**src/hdl/lsd_map.vh**
```
// Register map, field layout, reset values and mask options of the segment LCD driver
`ifndef LSD_MAP_VH
`define LSD_MAP_VH
// Register indices; byte address is four times the index
`define LSD_IDX_PUMP      10'h01a
`define LSD_IDX_DISP      10'h01b
`define LSD_IDX_STAT      10'h01d
`define LSD_IDX_RAM_TOP   5'h10
// Pump clock control fields
`define LSD_PUMP_CLK_MSB  2
`define LSD_PUMP_PWR_BIT  3
`define LSD_PUMP_RST      4'hf
`define LSD_PUMP_UNDIV    3'h7
// Display control fields
`define LSD_SCAN_MSB      2
`define LSD_MODE_LSB      3
`define LSD_MODE_MSB      4
`define LSD_DISP_RST      5'h04
`define LSD_MODE_OFF      2'h0
`define LSD_MODE_RAM      2'h1
`define LSD_MODE_ZERO     2'h2
`define LSD_MODE_ONE      2'h3
// Slow divider taps used by the selectors
`define LSD_TAP_PUMP_TOP  6
`define LSD_TAP_SCAN_LOW  8
`define LSD_DIV_W         9
// Mask options: duty 2..4, third bias flag, highest used segment 0..15
`define LSD_DUTY          3'h4
`define LSD_BIAS_THIRD    1'b1
`define LSD_SEG_OPT       4'hf
// Drive level codes
`define LSD_LVL_VSS       2'h0
`define LSD_LVL_V1        2'h1
`define LSD_LVL_V2        2'h2
`define LSD_LVL_FULL      2'h3
`endif

```
**src/hdl/lsd_driver.v**
```verilog
// Segment LCD driver: Avalon-MM register slave, display RAM, scan and drive level encoder
// Summary of operation
// Pump clock code picks slow clock divide
// Pump register bit 3 enables panel power
// Software powers pump before display on
// Two RAM bytes per common line
// RAM bit n drives segment line n
// Software initialises display RAM before use
// Scan clock code picks divide 512..16
// Scan clock resets to divide by 128
// Mode field off, RAM, all zero, all one
// Scan clock comes only from slow divider
// Frame rate is scan rate over duty
// Duty mask option two to four commons
// Bias mask option half or third
// Third bias uses four levels, half three
// Highest used segment mask option zero to fifteen
// Duty two forces half bias
// RAM changes show at once, within the current scan step
// Commons scanned ascending, wrap at duty
`timescale 1ns/1ps
`default_nettype none
`include "lsd_map.vh"
module lsd_driver
(
  input  wire        clk,
  input  wire        rst,
  input  wire [11:0] avs_address,
  input  wire        avs_read,
  input  wire        avs_write,
  input  wire [31:0] avs_writedata,
  input  wire [3:0]  avs_byteenable,
  output reg  [31:0] avs_readdata,
  output wire        avs_waitrequest,
  input  wire        slow_clk_in,
  output reg         pump_clk,
  output reg         panel_power_en,
  output reg  [7:0]  common_line_lvl,
  output reg  [31:0] segment_line_lvl
);

  // Effective bias: duty two allows only half bias
  localparam BIAS3 = (`LSD_DUTY > 3'h2) ? `LSD_BIAS_THIRD : 1'b0;

  // Bus handshake state
  reg         ack_q;
  reg  [3:0]  pump_q;
  reg  [4:0]  disp_q;
  reg  [7:0]  ram_q [0:7];
  wire        req;
  wire [9:0]  idx;
  wire        aligned;
  wire        hit_ram;
  wire [2:0]  ram_idx;
  reg  [31:0] rd_d;
  wire        hit_pump;
  wire        hit_disp;
  wire        hit_stat;
  wire        wr_done;

  // Slow clock path
  reg         s1_q;
  reg         s2_q;
  reg         s3_q;
  reg         slow_lvl_q;
  wire        slow_rise;
  reg  [`LSD_DIV_W-1:0] div_q;
  reg         pump_tap;
  reg         scan_tap;
  reg         scan_tap_q;
  wire        scan_tick;

  // Scan state
  reg  [1:0]  com_idx_q;
  reg         phase_q;
  wire        com_wrap;

  // Drive level next values
  reg  [7:0]  com_lvl_d;
  wire [31:0] seg_lvl_d;
  wire [15:0] seg_row;
  wire [1:0]  mode;
  integer     c;

  assign req     = avs_read | avs_write;
  assign idx     = avs_address[11:2];
  assign aligned = (avs_address[1:0] == 2'b00);
  // RAM window: commons at 0x200, 0x208, 0x210, 0x218, low then high byte
  assign hit_ram = aligned && (idx[9:5] == `LSD_IDX_RAM_TOP) && (idx[2:1] == 2'b00);
  assign ram_idx = {idx[4:3], idx[0]};

  // Control and status decode; only whole-word aligned addresses match
  assign hit_pump = aligned && (idx == `LSD_IDX_PUMP);
  assign hit_disp = aligned && (idx == `LSD_IDX_DISP);
  assign hit_stat = aligned && (idx == `LSD_IDX_STAT);
  // A write lands only on the answer edge, and only for lane zero
  assign wr_done  = avs_write && ack_q && avs_byteenable[0];

  // One wait cycle, then the answer; the edge seeing waitrequest low completes
  assign avs_waitrequest = req & ~ack_q;

  // Read multiplexer; unmapped or misaligned reads return zero
  always @*
  begin
    rd_d = 32'h0;
    if (hit_ram)
      rd_d[7:0] = ram_q[ram_idx];
    else if (hit_pump)
      rd_d[3:0] = pump_q;
    else if (hit_disp)
      rd_d[4:0] = disp_q;
    else if (hit_stat)
      rd_d[2:0] = {phase_q, com_idx_q};
  end

  // Acknowledge and read data capture
  // Data are taken on the request edge, so they stand through the answer cycle
  always @(posedge clk)
  begin
    if (rst)
    begin
      ack_q        <= 1'b0;
      avs_readdata <= 32'h0;
    end
    else
    begin
      ack_q <= req & ~ack_q;
      if (req && !ack_q)
        avs_readdata <= rd_d;
    end
  end

  // Control registers; writes land on the completing edge only
  always @(posedge clk)
  begin
    if (rst)
    begin
      pump_q <= `LSD_PUMP_RST;
      disp_q <= `LSD_DISP_RST;
    end
    else if (wr_done)
    begin
      if (hit_pump)
        pump_q <= avs_writedata[3:0];
      if (hit_disp)
        disp_q <= avs_writedata[4:0];
    end
  end

  // Display RAM is left unreset: contents are undefined until written
  // Software must fill every byte before display on, since none is reset
  always @(posedge clk)
  begin
    if (wr_done && hit_ram)
      ram_q[ram_idx] <= avs_writedata[7:0];
  end

  // Slow clock crosses in by three flops; a change counts when two and three agree
  // Only the second flop reads the first, which may settle late
  always @(posedge clk)
  begin
    if (rst)
    begin
      s1_q       <= 1'b0;
      s2_q       <= 1'b0;
      s3_q       <= 1'b0;
      slow_lvl_q <= 1'b0;
    end
    else
    begin
      s1_q <= slow_clk_in;
      s2_q <= s1_q;
      s3_q <= s2_q;
      if (s2_q == s3_q)
        slow_lvl_q <= s3_q;
    end
  end

  assign slow_rise = (s2_q == s3_q) && s3_q && !slow_lvl_q;

  // Ripple divider: bit n toggles at slow rate over 2^(n+1)
  // Nine bits reach the slowest scan tap, the divide by 512
  always @(posedge clk)
  begin
    if (rst)
      div_q <= {`LSD_DIV_W{1'b0}};
    else if (slow_rise)
      div_q <= div_q + 1'b1;
  end

  // Tap selectors: scan fed only from the slow divider, pump code 7 bypasses it
  // Code 7 passes the synchronised level, so its edges jitter by a fast cycle
  always @*
  begin
    if (pump_q[`LSD_PUMP_CLK_MSB:0] == `LSD_PUMP_UNDIV)
      pump_tap = slow_lvl_q;
    else
      pump_tap = div_q[`LSD_TAP_PUMP_TOP - pump_q[`LSD_PUMP_CLK_MSB:0]];
    if (disp_q[`LSD_SCAN_MSB])
      scan_tap = div_q[`LSD_TAP_PUMP_TOP - disp_q[1:0]];
    else
      scan_tap = div_q[`LSD_TAP_SCAN_LOW - disp_q[0]];
  end

  // Pump clock and power outputs
  // Power bit gates the pump clock: a disabled generator sees no edges
  always @(posedge clk)
  begin
    if (rst)
    begin
      pump_clk       <= 1'b0;
      panel_power_en <= 1'b0;
      scan_tap_q     <= 1'b0;
    end
    else
    begin
      panel_power_en <= pump_q[`LSD_PUMP_PWR_BIT];
      pump_clk       <= pump_q[`LSD_PUMP_PWR_BIT] & pump_tap;
      scan_tap_q     <= scan_tap;
    end
  end

  // One common step per rising scan edge
  assign scan_tick = scan_tap & ~scan_tap_q;
  assign com_wrap  = ({1'b0, com_idx_q} == (`LSD_DUTY - 3'h1));

  // Common sequencer; phase flips each frame for AC drive
  // A scan code change may cut one step short; the ascending order still holds
  always @(posedge clk)
  begin
    if (rst)
    begin
      com_idx_q <= 2'h0;
      phase_q   <= 1'b0;
    end
    else if (scan_tick)
    begin
      if (com_wrap)
      begin
        com_idx_q <= 2'h0;
        phase_q   <= ~phase_q;
      end
      else
        com_idx_q <= com_idx_q + 2'h1;
    end
  end

  // Mode field: off, RAM, all zero, all one
  assign mode    = disp_q[`LSD_MODE_MSB:`LSD_MODE_LSB];
  // Live RAM row of the active common; no shadow latch
  assign seg_row = {ram_q[{com_idx_q, 1'b1}], ram_q[{com_idx_q, 1'b0}]};

  // Common levels: selected goes full swing, others sit at V1 or V2
  // Level codes: 0 ground, 1 and 2 middle levels, 3 full panel supply
  always @*
  begin
    com_lvl_d = 8'h0;
    for (c = 0; c < 4; c = c + 1)
    begin
      if (mode == `LSD_MODE_OFF || c >= `LSD_DUTY)
        com_lvl_d[2*c +: 2] = `LSD_LVL_VSS;
      else if (c == com_idx_q)
        com_lvl_d[2*c +: 2] = phase_q ? `LSD_LVL_VSS : `LSD_LVL_FULL;
      else if (BIAS3 && phase_q)
        com_lvl_d[2*c +: 2] = `LSD_LVL_V2;
      else
        com_lvl_d[2*c +: 2] = `LSD_LVL_V1;
    end
  end

  // Segment levels, one slice per segment line
  // A lit cell sees full swing against the scanned common, a dark one stays in the bias band
  genvar g;
  generate
    for (g = 0; g < 16; g = g + 1)
    begin : g_seg
      wire on;
      assign on = (mode == `LSD_MODE_ONE) | ((mode == `LSD_MODE_RAM) & seg_row[g]);
      // Unused lines and display off stay at ground
      assign seg_lvl_d[2*g +: 2] =
        (mode == `LSD_MODE_OFF || g > `LSD_SEG_OPT) ? `LSD_LVL_VSS :
        on ? (phase_q ? `LSD_LVL_FULL : `LSD_LVL_VSS) :
        BIAS3 ? (phase_q ? `LSD_LVL_V1 : `LSD_LVL_V2) :
        (phase_q ? `LSD_LVL_VSS : `LSD_LVL_FULL);
    end
  endgenerate

  // Registered drive outputs
  always @(posedge clk)
  begin
    if (rst)
    begin
      common_line_lvl  <= 8'h0;
      segment_line_lvl <= 32'h0;
    end
    else
    begin
      common_line_lvl  <= com_lvl_d;
      segment_line_lvl <= seg_lvl_d;
    end
  end

endmodule
`default_nettype wire

```
**config.mk**
```make
export PLATFORM = sky130hd
export DESIGN_NAME = lsd_driver
export DESIGN_NICKNAME = d
export VERILOG_FILES = /design/src/hdl/lsd_driver.v
export VERILOG_INCLUDE_DIRS = /design/src /design/src/hdl
export SDC_FILE = /design/constraint.sdc
export NUM_CORES = 1
export LEC_CHECK = 0
export ABC_AREA = 1
export ABC_CLOCK_PERIOD_IN_PS = 1700
export BUFFER_PORTS_ARGS = -buffer_cell sky130_fd_sc_hd__buf_2
export CAP_MARGIN = 20
export CORE_MARGIN = 2
export CORE_UTILIZATION = 52
export CTS_BUF_LIST = sky130_fd_sc_hd__clkbuf_8
export DETAILED_ROUTE_END_ITERATION = 6
export PLACE_DENSITY = 0.89
export SLEW_MARGIN = 20
export SYNTH_ARGS = -nofsm -noshare
export SYNTH_HDL_FRONTEND = slang
export SYNTH_SLANG_ARGS = --single-unit
```
**constraint.sdc**
```tcl
create_clock -name clk -period 1.7 [get_ports clk]
set_clock_uncertainty 0.2 [all_clocks]
set_input_delay 0.17 -clock clk [delete_from_list [all_inputs] [get_ports clk]]
set_output_delay 0.17 -clock clk [all_outputs]
set_load 0.1 [all_outputs]
```
==> impl_summary.txt <==
----------------------------------------------------
[Clock network]
  Clk pin slew, worst setup/hold paths ... 0.08 ns
  Clk Latency, worst-skew pair ... 0.46 ns
  Maximum buffer depth of the clock tree ... 2
  Root cell of the clock tree ... sky130_fd_sc_hd__clkbuf_8
  CTS tree ... built
  Depth of the CTS H-tree ... 4
  Number of clock buffers inserted by TritonCTS ... 17
  Clock Sinks ... 128

[Cells and area]
  Area used by multi-input combinational logic ... 2660 um^2
  Post-layout nets ... 963
  Register Area ... 3210 um^2
  Most common library cell in the layout ignoring fill and taps ... sky130_fd_sc_hd__nand2_1
  Commonest non-fill, non-tap cells in the layout ... sky130_fd_sc_hd__nand2_1, sky130_fd_sc_hd__inv_1, sky130_fd_sc_hd__a21oi_1
  Final Instance Area ... 8010 um^2
  Count of fill cells added during filler insertion ... 862
  Final Core Density ... 66.7%
  Number of diodes added for antenna fixing ... 0
  Fraction of layout cells with a size suffix above 1 ... 24.6%
  Area growth from synthesis to layout ... 25.1%

[Synth]
  Total number of yosys warnings ... 0
  Register bit total from synthesis ... 128
  EDFF count, synth ... 64
  Largest area contributor in the synthesized netlist ... sky130_fd_sc_hd__edfxtp_1
  Cells taking the most area after synthesis ... sky130_fd_sc_hd__edfxtp_1, sky130_fd_sc_hd__dfxtp_1, sky130_fd_sc_hd__nand2_1
  Share of flip-flops with an asynchronous set or reset after synthesis ... 0%
  Post-synth cell types ... 34
  Area share of the largest cell type after synthesis ... 30.0%
  Proportion of synthesized chip area in sequential cells ... 50.0%
  Count of mapped cells out of synthesis ... 771
  Most common flop cell mapped by yosys ... sky130_fd_sc_hd__edfxtp_1
  Average cell area after synthesis ... 8.31 um^2
  Cell Area, Synth ... 6400 um^2

[Global route]
  Antenna violations before repair ... 0
  Remaining global-route overflow ... 0
  Global-route wire length before repair ... 24.8 mm
  Tot GR Track Use ... 24.9%
  Number of global-route vias before repair ... 4978
  Pin count of the biggest net entering global routing ... 40

[Power]
  Total power ... 6460 uW
  Leak Pwr ... 0.00363 uW
  Maximum ir drop on the vdd rail ... 660 uV
  Power density over the cells ... 806 nW/um^2

[Place]
  Gp weighted congestion ... 0.926
  Number of port buffers ... 76
  Cell area after placement ... 7160 um^2
  Post-Place Setup Slack ... -0.171 ns
  Total half-perimeter wirelength after legalization and detailed placement ... 11.3 mm

[Timing]
  Final min period ... 1.74 ns
  Pins Over Slew Limit ... 0
  RSZ-0062 raised after global routing ... true
  Endpoints failing hold ... 0
  Least setup slack across all paths after layout ... -0.0369 ns
  Final setup violation count ... 9
  Total Neg Setup Slack ... -0.109 ns
  Maximum frequency from static timing analysis ... 0.576 GHz
  Fraction of the cycle the final worst path needs ... 102%

[Floorplan]
  Die boundary width ... 115 um
  Number of cell rows ... 40
  Core region area ... 12000 um^2
  Vertical die dimension ... 115 um
  Die footprint ... 13200 um^2
  # IOs ... 128
  Initial cell density of the core ... 53.3%

[Critical path]
  Worst R2R Start ... s2_q
  Worst path required time ... 1.90 ns
  Startpoint kind of the worst setup timing path ... flop
  Register-to-Register Path Depth ... 10
  Data arrival time of the worst path ... 1.93 ns
  Terminus of the critical flop-to-flop path ... div_q[7]
  Maximum fanout along the worst path ... 4
  Setup CP Type ... flop to flop
  Setup slack on the worst flop-to-flop path ... -0.04 ns
  Kind of capture point of the worst setup path ... flop

[Detailed routing]
  Number of search-and-repair iterations in the first detailed-routing pass ... 6
  Post-DR vias/cell ... 5.53
  Antenna Violating Nets Remaining ... 0
  Vias after detailed routing ... 5824
  Met2 WL ... 7.74 mm
  WL met1 ... 6.88 mm
  Iteration-0 DRC count of the detailed router ... 716
  Remaining design rule violation count ... 0
  Met3 WL ... 1.71 mm
  Top Layer Used ... met4
  Average detailed-routed wire length per instance ... 16.1 um
  Wire length after detailed routing ... 17.0 mm

[Worst hold path]
  Hold path start ... avs_read
  Count of cells along the worst hold path ... 5
  Hold Path Class ... input pin to flop
  Hold Path End ... avs_readdata[3]

[Run]
  Max Cap Viol ... 0

[Status]
  Outcome ... complete, but fails checks
  Violated checks ... setup timing

----------------------------------------------------
where the power goes:
group	switching (uW)	leakage, uW	internal (uW)
logic	472	0.00234	134
registers	5.47	0.00110	3240
clock network	1290	0.000193	1310
total	1770	0.00363	4690
through the flow:
stage	hold slack, ns	cells
floorplan	0.0689	794
CTS	0.0473	1047
global placement	0.182	1003
finish	0.0431	1053
global route	0.0570	1053
detailed placement	0.182	1003
cells by family (layout without fill, tap and decap cells):
family / Yosys count / in the layout / synth area share [%]
buf+inv: 167 / 279 / 12.4
compound gates: 177 / 177 / 14.9
simple gates: 277 / 277 / 18.7
mux: 2 / 2 / 0.313
other cells: 1 / 24 / 0.0586
fa+ha+maj: 17 / 17 / 3.32
xor+xnor: 2 / 2 / 0.274
flops: 128 / 128 / 50.0
critical path, stage by stage, from the launching register on:
cell and delay (ns):
sky130_fd_sc_hd__dfxtp_2 0.37, sky130_fd_sc_hd__ha_4 0.15, sky130_fd_sc_hd__inv_4 0.04, sky130_fd_sc_hd__nor2_4 0.13, sky130_fd_sc_hd__nand2_2 0.09, sky130_fd_sc_hd__nor3_4 0.19, sky130_fd_sc_hd__nand2_1 0.08, sky130_fd_sc_hd__inv_2 0.07
sky130_fd_sc_hd__nand3_2 0.07, sky130_fd_sc_hd__xor2_1 0.17, sky130_fd_sc_hd__nor2_1 0.11
area by class of cell:
cell class	instances	area share, %
clock inverter	15	1.97
multi-input combinational	499	33.2
timing repair buffer	150	15.0
inverter	97	4.58
clock buffer	17	2.92
sequential	128	40.1
tap	147	2.30
Yosys cell counts, types with 2 or more instances:
library cell / number
sky130_fd_sc_hd__buf_1: 3
sky130_fd_sc_hd__inv_2: 4
sky130_fd_sc_hd__nand3_1: 34
sky130_fd_sc_hd__o211ai_1: 24
sky130_fd_sc_hd__mux2i_1: 2
sky130_fd_sc_hd__ha_1: 17
sky130_fd_sc_hd__clkbuf_1: 11
sky130_fd_sc_hd__nor3_1: 6
sky130_fd_sc_hd__clkbuf_2: 2
sky130_fd_sc_hd__nand2_1: 141
sky130_fd_sc_hd__a21oi_1: 76
sky130_fd_sc_hd__nand4_1: 10
sky130_fd_sc_hd__buf_4: 39
sky130_fd_sc_hd__edfxtp_1: 64
sky130_fd_sc_hd__o21ai_0: 74
sky130_fd_sc_hd__buf_2: 15
sky130_fd_sc_hd__nor2_2: 4
sky130_fd_sc_hd__or2_1: 14
sky130_fd_sc_hd__dfxtp_1: 64
sky130_fd_sc_hd__nor2_1: 62
sky130_fd_sc_hd__inv_1: 92
layer usage:
layer | vias to the layer above | global-route usage [%]
met5 | - | 0
met4 | 0 | 12.1
met3 | 56 | 6.69
met2 | 383 | 38.2
met1 | 2638 | 32.7
li1 | 2747 | -
worst max-delay path by stage:
stage / startpoint / to / slack [ns] / depth (start not counted)
floorplan: avs_address[7] / ram_q[4][0] / -0.17 / 5
global placement: avs_address[4] / ram_q[3][6] / -0.16 / 8
detailed placement: avs_address[4] / ram_q[1][5] / -0.17 / 8
CTS: segment_line_lvl[30] / segment_line_lvl[12] / -0.05 / 1
global route: s3_q / div_q[7] / -0.12 / 10
finish: s2_q / div_q[7] / -0.04 / 10
registers in the layout, summed over array words and instances (netlist names), named ones only:
register	count
ram_q	64
segment_line_lvl	17
div_q	9
avs_readdata	8
common_line_lvl	8
disp_q	5
pump_q	4
com_idx_q	2
ack_q	1
panel_power_en	1
phase_q	1
pump_clk	1
s1_q	1
s2_q	1
s3_q	1
scan_tap_q	1
slow_lvl_q	1
timing repair:
action                                 in CTS  in global routing
setup endpoints to repair                  27                 64
gates resized for setup                     9                 96
pin swaps                                   0                 12
setup buffers                               0                  3
cloned                                      0                  3
hold buffers                               12                  0
endpoints found under the hold margin      81                  0
Note: power is estimated with default switching activity, not from simulation.
